--- config.mk ---
export PLATFORM = sky130hd
export DESIGN_NAME = vser_event_router
export DESIGN_NICKNAME = d
export VERILOG_FILES = /design/src/rtl/vser_pkg.sv /design/src/rtl/vser_event_router.sv
export SDC_FILE = /design/constraint.sdc
export NUM_CORES = 1
export LEC_CHECK = 0
export BUFFER_PORTS_ARGS = -buffer_cell sky130_fd_sc_hd__buf_2
export CORE_MARGIN = 2
export CORE_UTILIZATION = 54
export CTS_CLUSTER_DIAMETER = 100
export CTS_CLUSTER_SIZE = 20
export DETAILED_ROUTE_END_ITERATION = 10
export PLACE_DENSITY = 0.74
export SETUP_SLACK_MARGIN = 0.05
export SYNTH_ARGS = -nofsm -noshare
export SYNTH_HDL_FRONTEND = slang
export SYNTH_SLANG_ARGS = --single-unit
--- constraint.sdc ---
create_clock -name clk -period 6.8 [get_ports clk]
set_input_delay 0.68 -clock clk [delete_from_list [all_inputs] [get_ports clk]]
set_output_delay 0.68 -clock clk [all_outputs]
set_load 0.01 [all_outputs]
--- src/rtl/vser_pkg.sv ---
package vser_pkg;

  // ****************************************************************
  // sizes
  // ****************************************************************
  localparam int unsigned N_EVT  = 30;
  localparam int unsigned N_IRQ  = 9;
  localparam int unsigned N_DMA  = 4;
  localparam int unsigned SEL_W  = 5;
  localparam int unsigned ADDR_W = 8;

  // ****************************************************************
  // register offsets (byte addresses)
  // ****************************************************************
  localparam logic [ADDR_W-1:0] OFF_IRQ_SEL1 = 8'h00;
  localparam logic [ADDR_W-1:0] OFF_IRQ_SEL2 = 8'h04;
  localparam logic [ADDR_W-1:0] OFF_IRQ_SEL3 = 8'h08;
  localparam logic [ADDR_W-1:0] OFF_DMA_SEL  = 8'h0c;
  localparam logic [ADDR_W-1:0] OFF_STATUS   = 8'h10;
  localparam logic [ADDR_W-1:0] OFF_SYS_MUX  = 8'h14;
  localparam logic [ADDR_W-1:0] OFF_CFG      = 8'h18;

  // ****************************************************************
  // field positions and reset values
  // ****************************************************************
  localparam int unsigned SEL_STRIDE = 8;
  localparam int unsigned MUX_OUT0   = 31;
  localparam int unsigned MUX_OUT7   = 25;
  localparam int unsigned MUX_OUT8   = 24;
  localparam logic [31:0] MUX_WMASK  = 32'h8300_0000;
  localparam logic [SEL_W-1:0] SEL_RST = 5'h00;
  localparam logic [N_EVT-1:0] RSV_MASK = 30'h000c_9040;
  localparam logic [6:0] DMA_EVT_BASE = 7'h04;

  // event numbers
  localparam int unsigned EV_LSC     = 3;
  localparam int unsigned EV_PIPE_LP = 5;
  localparam int unsigned EV_VSYNC   = 9;
  localparam int unsigned EV_AEW     = 10;
  localparam int unsigned EV_AF      = 11;
  localparam int unsigned EV_RSZ_LP  = 14;
  localparam int unsigned EV_EOF0    = 22;
  localparam int unsigned EV_EOF1    = 23;
  localparam int unsigned EV_H3A     = 24;
  localparam int unsigned EV_DPC_INI = 27;
  localparam int unsigned EV_DPC_RN0 = 28;
  localparam int unsigned EV_DPC_RN1 = 29;

  // ****************************************************************
  // carriers
  // ****************************************************************
  typedef struct packed {
    logic [ADDR_W-1:0] addr;
    logic [31:0]       wdata;
    logic              wr;
    logic              rd;
  } vser_bus_t;

  typedef struct packed {
    logic [1:0] resizer_a_chroma_format;
    logic [1:0] resizer_b_chroma_format;
    logic       vsync_event_source;
    logic       defect_table_enable;
  } vser_cfg_t;

  typedef struct packed {
    logic [N_EVT-1:0] sync1;
    logic [N_EVT-1:0] sync2;
    logic [N_EVT-1:0] sync3;
    logic [N_EVT-1:0] evt;
    logic             af_done;
    logic             aew_done;
    logic             first_pix;
    logic             bank0_empty;
    logic             bank1_empty;
    logic [N_IRQ-1:0][SEL_W-1:0] irq_route_select;
    logic [N_DMA-1:0][SEL_W-1:0] dma_route_select;
    logic [N_EVT-1:0] event_poll_status;
    logic [31:0]      system_interrupt_mux_select;
    vser_cfg_t        cfg;
    logic [N_IRQ-1:0] irq;
    logic [N_DMA-1:0] dma;
    logic [31:0]      rdata;
  } vser_state_t;

endpackage

--- src/rtl/vser_event_router.sv ---
// The implementer's own choices: the placing of the registers and strobed register access.
`timescale 1ns/1ps
// Behaviour
// - nine software-selected processor interrupt outputs
// - four software-selected DMA request outputs
// - three irq select registers, one dma select
// - sticky status register polled by software
// - events 0-2 are sensor line-count events
// - event 3 is lens shading interrupt
// - events 4 and 13 are update-allowed events
// - events 5 and 14 fire at last pixel
// - event 9 vsync start, source selectable
// - event 21 encoder vsync rise, 20 display eof
// - event 22 invalid when both formats 2
// - event 23 invalid when both formats 0/1
// - event 24 when both statistics finished
// - event 27 first pixel with defect table enabled
// - event 28 when bank zero becomes empty
// - event 29 when bank one becomes empty
// - interrupt lines 0-8 in selection order
// - system mux on outputs 0, 7, 8
// - dma requests are events 4 to 7
// - sleep controller sync reset clears everything
module vser_event_router
  import vser_pkg::*;
(
  input  wire logic                   clk,
  input  wire logic                   rst_b,
  input  wire logic                   power_sleep_ctrl_sync_reset,
  input  wire vser_pkg::vser_bus_t    bus,
  output logic [31:0]                 rdata,
  input  wire logic [vser_pkg::N_EVT-1:0] src_event,
  input  wire logic                   vsync_parallel,
  input  wire logic                   vsync_sensor,
  input  wire logic                   first_valid_pixel,
  input  wire logic                   defect_bank0_empty,
  input  wire logic                   defect_bank1_empty,
  input  wire logic                   noise_filter_irq,
  input  wire logic                   coprocessor_irq_1,
  output logic [vser_pkg::N_IRQ-1:0]  video_irq_out,
  output logic [vser_pkg::N_DMA-1:0]  video_dma_req,
  output logic [6:0]                  dma_event_base,
  output vser_pkg::vser_cfg_t         cfg_out
);

  import vser_pkg::*;

  // ****************************************************************
  // reset release
  // ****************************************************************
  logic rst_q1;
  logic rst_q2;

  always_ff @(posedge clk or negedge rst_b) begin
    if (!rst_b) begin
      rst_q1 <= 1'b0;
      rst_q2 <= 1'b0;
    end else begin
      rst_q1 <= 1'b1;
      rst_q2 <= rst_q1;
    end
  end

  // ****************************************************************
  // state
  // ****************************************************************
  vser_state_t s;
  vser_state_t next_s;

  logic [N_EVT-1:0] raw;
  logic [N_EVT-1:0] stable;
  logic [N_EVT-1:0] rise;
  logic             fmt_a_hi;
  logic             fmt_b_hi;
  logic             both_two;
  logic             both_low;

  // sources are pins from other clock domains: three stages, agree on 2 and 3
  always_comb begin
    raw            = src_event;
    raw[EV_VSYNC]  = s.cfg.vsync_event_source ? vsync_sensor : vsync_parallel;
    raw[EV_DPC_INI] = first_valid_pixel;
    raw[EV_DPC_RN0] = defect_bank0_empty;
    raw[EV_DPC_RN1] = defect_bank1_empty;
    raw            = raw & ~RSV_MASK;
  end

  assign stable   = s.sync2 & s.sync3;
  assign fmt_a_hi = s.cfg.resizer_a_chroma_format == 2'd2;
  assign fmt_b_hi = s.cfg.resizer_b_chroma_format == 2'd2;
  assign both_two = fmt_a_hi && fmt_b_hi;
  assign both_low = (s.cfg.resizer_a_chroma_format < 2'd2)
                 && (s.cfg.resizer_b_chroma_format < 2'd2);

  // plain source events become one-cycle pulses on their rising edge
  assign rise = stable & ~s.evt;

  always_comb begin
    next_s       = s;
    next_s.sync1 = raw;
    next_s.sync2 = s.sync1;
    next_s.sync3 = s.sync2;
    next_s.evt   = stable;

    next_s.af_done  = s.af_done  | rise[EV_AF];
    next_s.aew_done = s.aew_done | rise[EV_AEW];

    next_s.first_pix   = stable[EV_DPC_INI];
    next_s.bank0_empty = stable[EV_DPC_RN0];
    next_s.bank1_empty = stable[EV_DPC_RN1];

    // ************************************************************
    // derived events
    // ************************************************************
    begin : derive
      logic [N_EVT-1:0] ev;
      logic [N_EVT-1:0] gate;
      ev   = rise;
      gate = '0;
      if (both_two) begin
        ev[EV_EOF0] = 1'b0;
      end
      if (both_low) begin
        ev[EV_EOF1] = 1'b0;
      end
      // later of the two statistics completions
      ev[EV_H3A] = (s.af_done | rise[EV_AF]) && (s.aew_done | rise[EV_AEW]);
      if (ev[EV_H3A]) begin
        next_s.af_done  = 1'b0;
        next_s.aew_done = 1'b0;
      end
      ev[EV_DPC_INI] = stable[EV_DPC_INI] && !s.first_pix
                    && s.cfg.defect_table_enable;
      ev[EV_DPC_RN0] = stable[EV_DPC_RN0] && !s.bank0_empty;
      ev[EV_DPC_RN1] = stable[EV_DPC_RN1] && !s.bank1_empty;
      gate = ev & ~RSV_MASK;

      // ************************************************************
      // routing
      // ************************************************************
      for (int i = 0; i < N_IRQ; i++) begin
        // select codes 30 and 31 name no event and route a quiet zero
        next_s.irq[i] = (s.irq_route_select[i] < N_EVT)
                     && gate[s.irq_route_select[i]];
      end
      // system mux: zero selects the video event
      if (s.system_interrupt_mux_select[MUX_OUT0]) begin
        next_s.irq[0] = 1'b0;
      end
      if (s.system_interrupt_mux_select[MUX_OUT7]) begin
        next_s.irq[7] = noise_filter_irq;
      end
      if (s.system_interrupt_mux_select[MUX_OUT8]) begin
        next_s.irq[8] = coprocessor_irq_1;
      end
      for (int j = 0; j < N_DMA; j++) begin
        next_s.dma[j] = (s.dma_route_select[j] < N_EVT)
                     && gate[s.dma_route_select[j]];
      end

      // ************************************************************
      // register port
      // ************************************************************
      next_s.rdata = 32'h0000_0000;
      if (bus.rd) begin
        case (bus.addr)
          OFF_IRQ_SEL1: begin
            for (int k = 0; k < 4; k++) begin
              next_s.rdata[k*SEL_STRIDE +: SEL_W] = s.irq_route_select[k];
            end
          end
          OFF_IRQ_SEL2: begin
            for (int k = 0; k < 4; k++) begin
              next_s.rdata[k*SEL_STRIDE +: SEL_W] = s.irq_route_select[k+4];
            end
          end
          OFF_IRQ_SEL3: begin
            next_s.rdata[SEL_W-1:0] = s.irq_route_select[8];
          end
          OFF_DMA_SEL: begin
            for (int k = 0; k < N_DMA; k++) begin
              next_s.rdata[k*SEL_STRIDE +: SEL_W] = s.dma_route_select[k];
            end
          end
          OFF_STATUS: begin
            next_s.rdata[N_EVT-1:0] = s.event_poll_status;
          end
          OFF_SYS_MUX: begin
            next_s.rdata = s.system_interrupt_mux_select;
          end
          OFF_CFG: begin
            next_s.rdata[5:0] = s.cfg;
          end
          default: begin
            next_s.rdata = 32'h0000_0000;
          end
        endcase
      end

      // status: write one to clear, a new event wins over the clear
      next_s.event_poll_status = s.event_poll_status;
      if (bus.wr) begin
        case (bus.addr)
          OFF_IRQ_SEL1: begin
            for (int k = 0; k < 4; k++) begin
              next_s.irq_route_select[k] = bus.wdata[k*SEL_STRIDE +: SEL_W];
            end
          end
          OFF_IRQ_SEL2: begin
            for (int k = 0; k < 4; k++) begin
              next_s.irq_route_select[k+4] = bus.wdata[k*SEL_STRIDE +: SEL_W];
            end
          end
          OFF_IRQ_SEL3: begin
            next_s.irq_route_select[8] = bus.wdata[SEL_W-1:0];
          end
          OFF_DMA_SEL: begin
            for (int k = 0; k < N_DMA; k++) begin
              next_s.dma_route_select[k] = bus.wdata[k*SEL_STRIDE +: SEL_W];
            end
          end
          OFF_STATUS: begin
            next_s.event_poll_status = s.event_poll_status & ~bus.wdata[N_EVT-1:0];
          end
          OFF_SYS_MUX: begin
            next_s.system_interrupt_mux_select = bus.wdata & MUX_WMASK;
          end
          OFF_CFG: begin
            next_s.cfg = bus.wdata[5:0];
          end
          default: begin
          end
        endcase
      end
      next_s.event_poll_status = next_s.event_poll_status | gate;
    end

    if (power_sleep_ctrl_sync_reset) begin
      next_s = '0;
    end
  end

  always_ff @(posedge clk or negedge rst_q2) begin
    if (!rst_q2) begin
      s <= '0;
    end else begin
      s <= next_s;
    end
  end

  // ****************************************************************
  // outputs
  // ****************************************************************
  assign rdata          = s.rdata;
  assign video_irq_out  = s.irq;
  assign video_dma_req  = s.dma;
  assign dma_event_base = DMA_EVT_BASE;
  assign cfg_out        = s.cfg;

endmodule

==> impl_metrics.py, run 1 <==
metrics = {
    "clocking": {
        "numCtsBuffers": 16,
        "ctsResizeCount": 0,
        "cts_tree": "built",
        "ctsRootBufferMaster": "clkbuf_16",
        "post_cts_buffers": 0,
        "clockBufferDepth": 3,
        "cts_sinks": 249,
        "htree_levels": 1,
        "clk_pin_slew_ns": 0.08,
        "clock_latency_ns": 0.52,
    },
    "synth": {
        "async_flop_share_pct": 100,
        "ys_warn_count": 0,
        "syn_area_um2": 13800,
        "ys_types": 71,
        "synth_common_cells": "dfrtp_1, nand2_1, a21oi_1, nor2b_1, clkbuf_1",
        "synth_top_area_share_pct": 45.3,
        "ys_seq_elements": 249,
        "synth_edf_count": 0,
        "synth_area_leaders": "dfrtp_1, mux2i_1, nand2_1, a21oi_1, nor2b_1",
        "synth.largest_area_cell": "dfrtp_1",
        "ys_seq_area_share_pct": 45.3,
        "synth_most_common_cell": "dfrtp_1",
        "ys.flop_type": "dfrtp_1",
        "synth.avg_cell_area_um2": 9.78,
        "syn_inst": 1406,
    },
    "cells_and_area": {
        "fill_cells": 2243,
        "regArea_um2": 6230,
        "area_growth_pct": 4.74,
        "final_nets": 1466,
        "antenna_cells": 0,
        "drive_gt1_share_pct": 16.0,
        "final_cell_area_um2": 14400,
        "multi_input_area_um2": 6500,
    },
    "worst_setup_path": {
        "end_kind": "register",
        "rrSetupSlack_ns": 3.70,
        "r2r_start": "s[194]$_DFF_PN0_",
        "r2r-end": "video_irq_out[6]$_DFF_PN0_",
        "cp.arrival_ns": 3.44,
        "crit_path_max_fanout": 14,
        "critPathKind": "reg -> reg",
        "reg2reg_depth": 5,
        "start_kind": "register",
        "worstPathRequired_ns": 7.14,
        "critPathCapture": "video_irq_out[6]$_DFF_PN0_",
        "cp-startpoint": "s[194]$_DFF_PN0_",
    },
    "floorplan": {
        "initial_utilization_pct": 54.8,
        "ios": 140,
        "die_x_um": 164,
        "rows": 58,
        "dieArea_um2": 26800,
        "core_um2": 25100,
        "die_h_um": 164,
    },
    "placement": {
        "hpwl_um": 25100,
        "portBuffers": 121,
        "dpl_cell_area_um2": 14000,
        "gp_congestion": 0.975,
    },
    "global_route": {
        "grt.met1_usage_pct": 41.5,
        "gr-usage-met2_pct": 44.5,
        "first_global_vias": 10384,
        "antenna_found_initial": 0,
        "grt_pass1_wl_um": 60300,
        "grt_busiest_layer": "met2",
        "use_met3_pct": 5.94,
        "grt_max_degree": 146,
        "overflow": 0,
        "grt_util_all_layers_pct": 29.4,
    },
    "power": {
        "power_leakage_nw": 5.87,
        "powerDensity_nw_per_um2": 180,
        "pwr-share-seq_pct": 58.4,
        "peakVddDrop_uv": 171,
        "p_sw_share_pct": 23.3,
        "p_clk_share_pct": 36.7,
        "p_comb_share_pct": 5.0,
        "total_power_w": 0.00260,
        "p_sw_w": 0.000606,
        "intPower_w": 0.00199,
    },
    "sta": {
        "fin_setup_tns_ns": 0,
        "fin_crit_sh_pct": 45.6,
        "max_slew.worst_pin.slew_ns": 1.02,
        "hold_viol": 0,
        "setup_viol": 0,
        "whs_ns": 0.280,
        "fmax_mhz": 322,
        "rsz0062_at_grt": "false",
        "max_slew_margin_pct": 31.7,
        "clock_skew_ns": 0.0180,
        "period_needed_ns": 3.10,
        "final_max_slew_viol_count": 0,
    },
    "detailed_routing": {
        "drt-initial-drc-count": 1401,
        "vias": 11063,
        "drtAntennaViolNets": 0,
        "via_per_inst": 6.45,
        "wl_per_cell_um": 22.8,
        "drt-pass1-iter-count": 5,
        "routed_wl_um": 39100,
        "drcViolationCount": 0,
    },
    "flow_run": {
        "max_cap_violations": 0,
    },
    "status": {
        "status": "complete, no violations",
    },
    "worst_hold_path": {
        "hp-class": "reg -> async",
    },
}
==> worst min path at each step <==
stage	from	endpoint	slack, ns	cells after the start
2_1_floorplan	rst_q1$_DFF_PN0_	rst_q2$_DFF_PN0_	0.33	0
3_3_place_gp	rst_q2$_DFF_PN0_	s[287]$_DFF_PN0_	0.28	0
3_5_place_dp	rst_q2$_DFF_PN0_	s[287]$_DFF_PN0_	0.29	0
4_1_cts	rst_q2$_DFF_PN0_	s[286]$_DFF_PN0_	0.30	0
5_1_grt	rst_q2$_DFF_PN0_	s[283]$_DFF_PN0_	0.33	0
6_report	rst_q2$_DFF_PN0_	s[183]$_DFF_PN0_	0.28	0
==> state kept, by name (all words and copies together), names as in the netlist <==
register       cells
rst_q2             1
rdata             32
rst_q1             1
cfg_out            6
video_irq_out      9
video_dma_req      4
s                196
==> power groups by stage <==
stage | clock network, W | logic [W] | registers [W]
after global routing | 0.00102 | 0.000143 | 0.00152
final | 0.000952 | 0.000129 | 0.00151
after floorplan | 0 | 0.0000616 | 0.00156
after detailed placement | 0 | 0.000129 | 0.00154
after global placement | 0 | 0.000127 | 0.00154
after CTS | 0.000968 | 0.000130 | 0.00151
==> placed cells by master, fill, tap and decap left out, types with 22 or more instances in the layout <==
master / instances
nor2_1: 55
nor2b_1: 84
mux4_2: 22
a22oi_1: 39
nand3_1: 35
a21oi_1: 123
buf_2: 120
nand2_1: 192
dfrtp_1: 248
and2_1: 35
mux2i_1: 74
nand2b_1: 23
==> cell families (layout without fill, tap and decap cells) <==
logic type / after synthesis / count (layout) / synth area share, %
other cells: 2 / 9 / 0.0546
flops: 249 / 249 / 45.3
buf+inv: 203 / 175 / 7.66
simple gates: 543 / 543 / 21.8
mux: 117 / 117 / 10.7
compound gates: 292 / 292 / 14.4
==> per-stage QoR <==
stage	std cells	worst slack [ns]	util, %
final	1715	3.70	57.4
after global routing	1715	3.73	57.4
after CTS	1715	3.86	57.4
after detailed placement	1695	3.51	55.6
after global placement	1695	3.55	55.6
after floorplan	1413	2.71	-
==> per-layer routing <==
layer | share of wire [%] | routed length [µm]
met5 | 0 | 0
met1 | 40 | 15500
met4 | 4.4 | 1740
met2 | 44 | 17100
met3 | 12 | 4740
==> final cells by class <==
class / count / share of cell area, %
clock buffer: 18 / 2.98
clock inverter: 1 / 0.113
inverter: 21 / 0.547
multi-input combinational: 961 / 45.1
sequential: 249 / 43.3
tap: 330 / 2.87
timing repair buffer: 135 / 5.08
==> critical path, stage by stage, from the launching register on <==
cell	delay [ns]
dfrtp_1	0.40
and3b_1	0.75
o22ai_2	0.48
mux4_2	0.56
o21ai_0	0.18
nor4b_1	0.55
==> repair_timing <==
item,CTS,global route
setup endpoints to repair,0,0
hold buffers,1,0
endpoints found under the hold margin,2,0
(Power assumes the default switching activity.)
==> inputs of run 2 (changes only) <==
--- a/config.mk
+++ b/config.mk
@@ -5,13 +5,14 @@
 export SDC_FILE = /design/constraint.sdc
 export NUM_CORES = 1
 export LEC_CHECK = 0
+export ABC_AREA = 1
 export BUFFER_PORTS_ARGS = -buffer_cell sky130_fd_sc_hd__buf_2
 export CORE_MARGIN = 2
-export CORE_UTILIZATION = 54
+export CORE_UTILIZATION = 59
 export CTS_CLUSTER_DIAMETER = 100
 export CTS_CLUSTER_SIZE = 20
 export DETAILED_ROUTE_END_ITERATION = 10
-export PLACE_DENSITY = 0.74
+export PLACE_DENSITY = 0.77
 export SETUP_SLACK_MARGIN = 0.05
 export SYNTH_ARGS = -nofsm -noshare
 export SYNTH_HDL_FRONTEND = slang
==> constraint.sdc (replaced) <==
create_clock -name clk -period 3.2 [get_ports clk]
set_input_delay 0.32 -clock clk [delete_from_list [all_inputs] [get_ports clk]]
set_output_delay 0.32 -clock clk [all_outputs]
set_load 0.01 [all_outputs]
==> impl_metrics.py, run 2 <==
metrics = {
    "power": {
        "p_clk_share_pct": 35.0,
        "p_sw_w": 0.00137,
        "peakVddDrop_uv": 422,
        "p_sw_share_pct": 24.4,
        "intPower_w": 0.00424,
        "pwr-share-seq_pct": 57.8,
        "powerDensity_nw_per_um2": 393,
        "p_comb_share_pct": 7.2,
        "power_leakage_nw": 7.08,
    },
    "global_route": {
        "grt_util_all_layers_pct": 34.8,
        "grt_max_degree": 109,
        "grt_pass1_wl_um": 64200,
        "first_global_vias": 11990,
        "overflow": 0,
        "antenna_found_initial": 0,
    },
    "status": {
        "status": "complete, no violations",
    },
    "sta": {
        "max_slew_margin_pct": 29.4,
        "rsz0062_at_grt": "false",
        "setup_viol": 0,
        "fin_crit_sh_pct": 73.0,
        "hold_viol": 0,
        "max_slew.worst_pin.slew_ns": 1.06,
        "fmax_mhz": 428,
        "fin_setup_tns_ns": 0,
        "final_max_slew_viol_count": 0,
        "clock_skew_ns": 0.0324,
        "period_needed_ns": 2.34,
    },
    "placement": {
        "gp_congestion": 1.01,
        "hpwl_um": 27400,
        "place_inst": 2080,
        "portBuffers": 121,
    },
    "synth": {
        "ys.flop_type": "dfrtp_1",
        "syn_area_um2": 13100,
        "ys_seq_area_share_pct": 47.6,
        "ys_warn_count": 0,
        "synth_most_common_cell": "nand2_1",
        "synth_edf_count": 0,
        "ys_types": 35,
        "synth.largest_area_cell": "dfrtp_1",
        "async_flop_share_pct": 100,
        "synth_top_area_share_pct": 47.6,
        "synth_area_leaders": "dfrtp_1, nand2_1, inv_1, nor2_1, o21ai_0",
        "syn_inst": 1761,
        "ys_seq_elements": 249,
        "synth.avg_cell_area_um2": 7.44,
        "synth_common_cells": "nand2_1, inv_1, dfrtp_1, nor2_1, o21ai_0",
    },
    "worst_setup_path": {
        "crit_path_max_fanout": 13,
        "end_kind": "register",
        "critPathSlowestCell": "nand2_1",
        "critPathKind": "reg -> reg",
        "max_stage_delay_ns": 0.61,
        "worstPathRequired_ns": 3.54,
        "cpMostUsedCell": "nand2_1",
        "path_buf_inv": 1,
        "cp_top_family": "simple AND/OR/NAND/NOR gates",
        "cp.arrival_ns": 2.68,
        "path_cells": "inv_2 > nor2_1 > nand2_1 > nand2_1 > nand2_1 > nand2_1 > nand2_1 > nand2_1 > nand2_1 > nand2_1 > nand3_1 > a21oi_1",
        "start_kind": "register",
    },
    "worst_hold_path": {
        "hp-class": "in -> reg",
    },
    "floorplan": {
        "die_x_um": 153,
        "dieArea_um2": 23400,
        "rows": 54,
        "ios": 140,
        "die_h_um": 153,
        "initial_utilization_pct": 60.0,
        "core_um2": 21800,
    },
    "detailed_routing": {
        "drcViolationCount": 0,
        "drt-initial-drc-count": 1579,
        "routed_wl_um": 40800,
        "drtAntennaViolNets": 0,
        "via_per_inst": 5.88,
        "vias": 12436,
        "drt-pass1-iter-count": 8,
        "wl_per_cell_um": 19.3,
    },
    "cells_and_area": {
        "regMostFlops": "s",
        "area_growth_pct": 8.92,
        "instances_no_fill": 2115,
        "final_common_cell": "nand2_1",
        "final_cell_mix": "nand2_1, inv_1, dfrtp_1",
        "final_nets": 1916,
        "fill_cells": 1942,
        "largest_reg_flops": 196,
        "drive_gt1_share_pct": 10.6,
        "antenna_cells": 0,
    },
    "clocking": {
        "htree_levels": 1,
        "clock_latency_ns": 0.52,
        "clk_pin_slew_ns": 0.08,
        "numCtsBuffers": 16,
        "cts_tree": "built",
        "clockBufferDepth": 3,
        "ctsRootBufferMaster": "clkbuf_16",
        "ctsResizeCount": 0,
        "cts_sinks": 249,
        "post_cts_buffers": 0,
        "hold_buffers": 16,
    },
    "flow_run": {
        "max_cap_violations": 0,
    },
}
run 2: cell types whose count changed in the layout (fill, tap and decap cells not counted), sizes merged, moves of 35 or more:
cell   before  now
nor2       55  239
o22ai       7   69
and2       36    1
a22oi      39    2
nor2b      84    0
mux2i      74    0
o21ai      16  151
inv        21  264
nand2     192  384
run 2: final cells by class:
cell class              count  area (µm²)  share of cell area [%]
inverters                 267        1000                    7.03
repair buffers            169        1050                    7.33
multi-input cells        1131        5200                    36.4
flip-flops and latches    249        6230                    43.7
clock inverters             3        30.0                   0.211
clock buffers              16         400                    2.81
well taps                 280         350                    2.46
run 2: worst paths after layout:
check / from / to / slack [ns] / cells after the start
worst max-delay path: s[254]$_DFF_PN0_ / video_irq_out[8]$_DFF_PN0_ / 0.86 / 12
max in group asynchronous: rst_q2$_DFF_PN0_ / rdata[24]$_DFF_PN0_ / 1.98 / 1
worst min-delay path: src_event[10] / s[283]$_DFF_PN0_ / 0.006 / 3
worst min register to register: rst_q1$_DFF_PN0_ / rst_q2$_DFF_PN0_ / 0.36 / 0
worst max register to register: s[254]$_DFF_PN0_ / video_irq_out[8]$_DFF_PN0_ / 0.86 / 12
min in group asynchronous: rst_b / rst_q2$_DFF_PN0_ / 0.11 / 2
run 2: power groups by stage:
stage	clock network, W	registers (W)	logic [W]
floorplan	0	0.00332	0.000212
global placement	0	0.00330	0.000378
detailed placement	0	0.00330	0.000384
CTS	0.00199	0.00324	0.000400
global route	0.00209	0.00325	0.000453
finish	0.00196	0.00324	0.000406
run 2: worst reg2reg max path, delay by kind of cell, from the launching register on:
kind	cells	cell delay, ns
DFF	1	0.37
buffers and inverters	1	0.06
AOI/OAI and AO/OA	1	0.08
and+or+nand+nor	10	1.67
run 2: layer usage:
| metal | vias up | share of wire (%) | GRT usage (%) |
|---|---|---|---|
| li1 | 5728 | - | - |
| met1 | 5699 | 37 | 45.6 |
| met2 | 799 | 44 | 54.0 |
| met3 | 210 | 12 | 8.62 |
| met4 | 0 | 6.5 | 18.4 |
| met5 | - | 0 | 0 |
run 2: metrics by stage:
step,worst slack [ns],instance area [µm²],util (%),hold WS (ns),total power (W)
CTS,0.975,14300,65.3,0.00108,0.00563
floorplan,0.696,13100,-,0.0244,0.00353
global route,0.808,14300,65.3,0.0222,0.00579
finish,0.865,14300,65.3,0.00618,0.00560
global placement,1.02,13700,62.6,0.106,0.00368
detailed placement,1.04,13700,62.6,0.108,0.00368
run 2: kinds of logic (layout without fill, tap and decap cells):
family | Yosys count | count (layout) | share of synthesized area, %
AO/OA/AOI/OAI | 400 | 400 | 17.4
buffers and inverters | 388 | 455 | 13.0
flip-flops | 249 | 249 | 47.6
other | 2 | 9 | 0.0574
AND/OR/NAND/NOR | 722 | 722 | 22.0
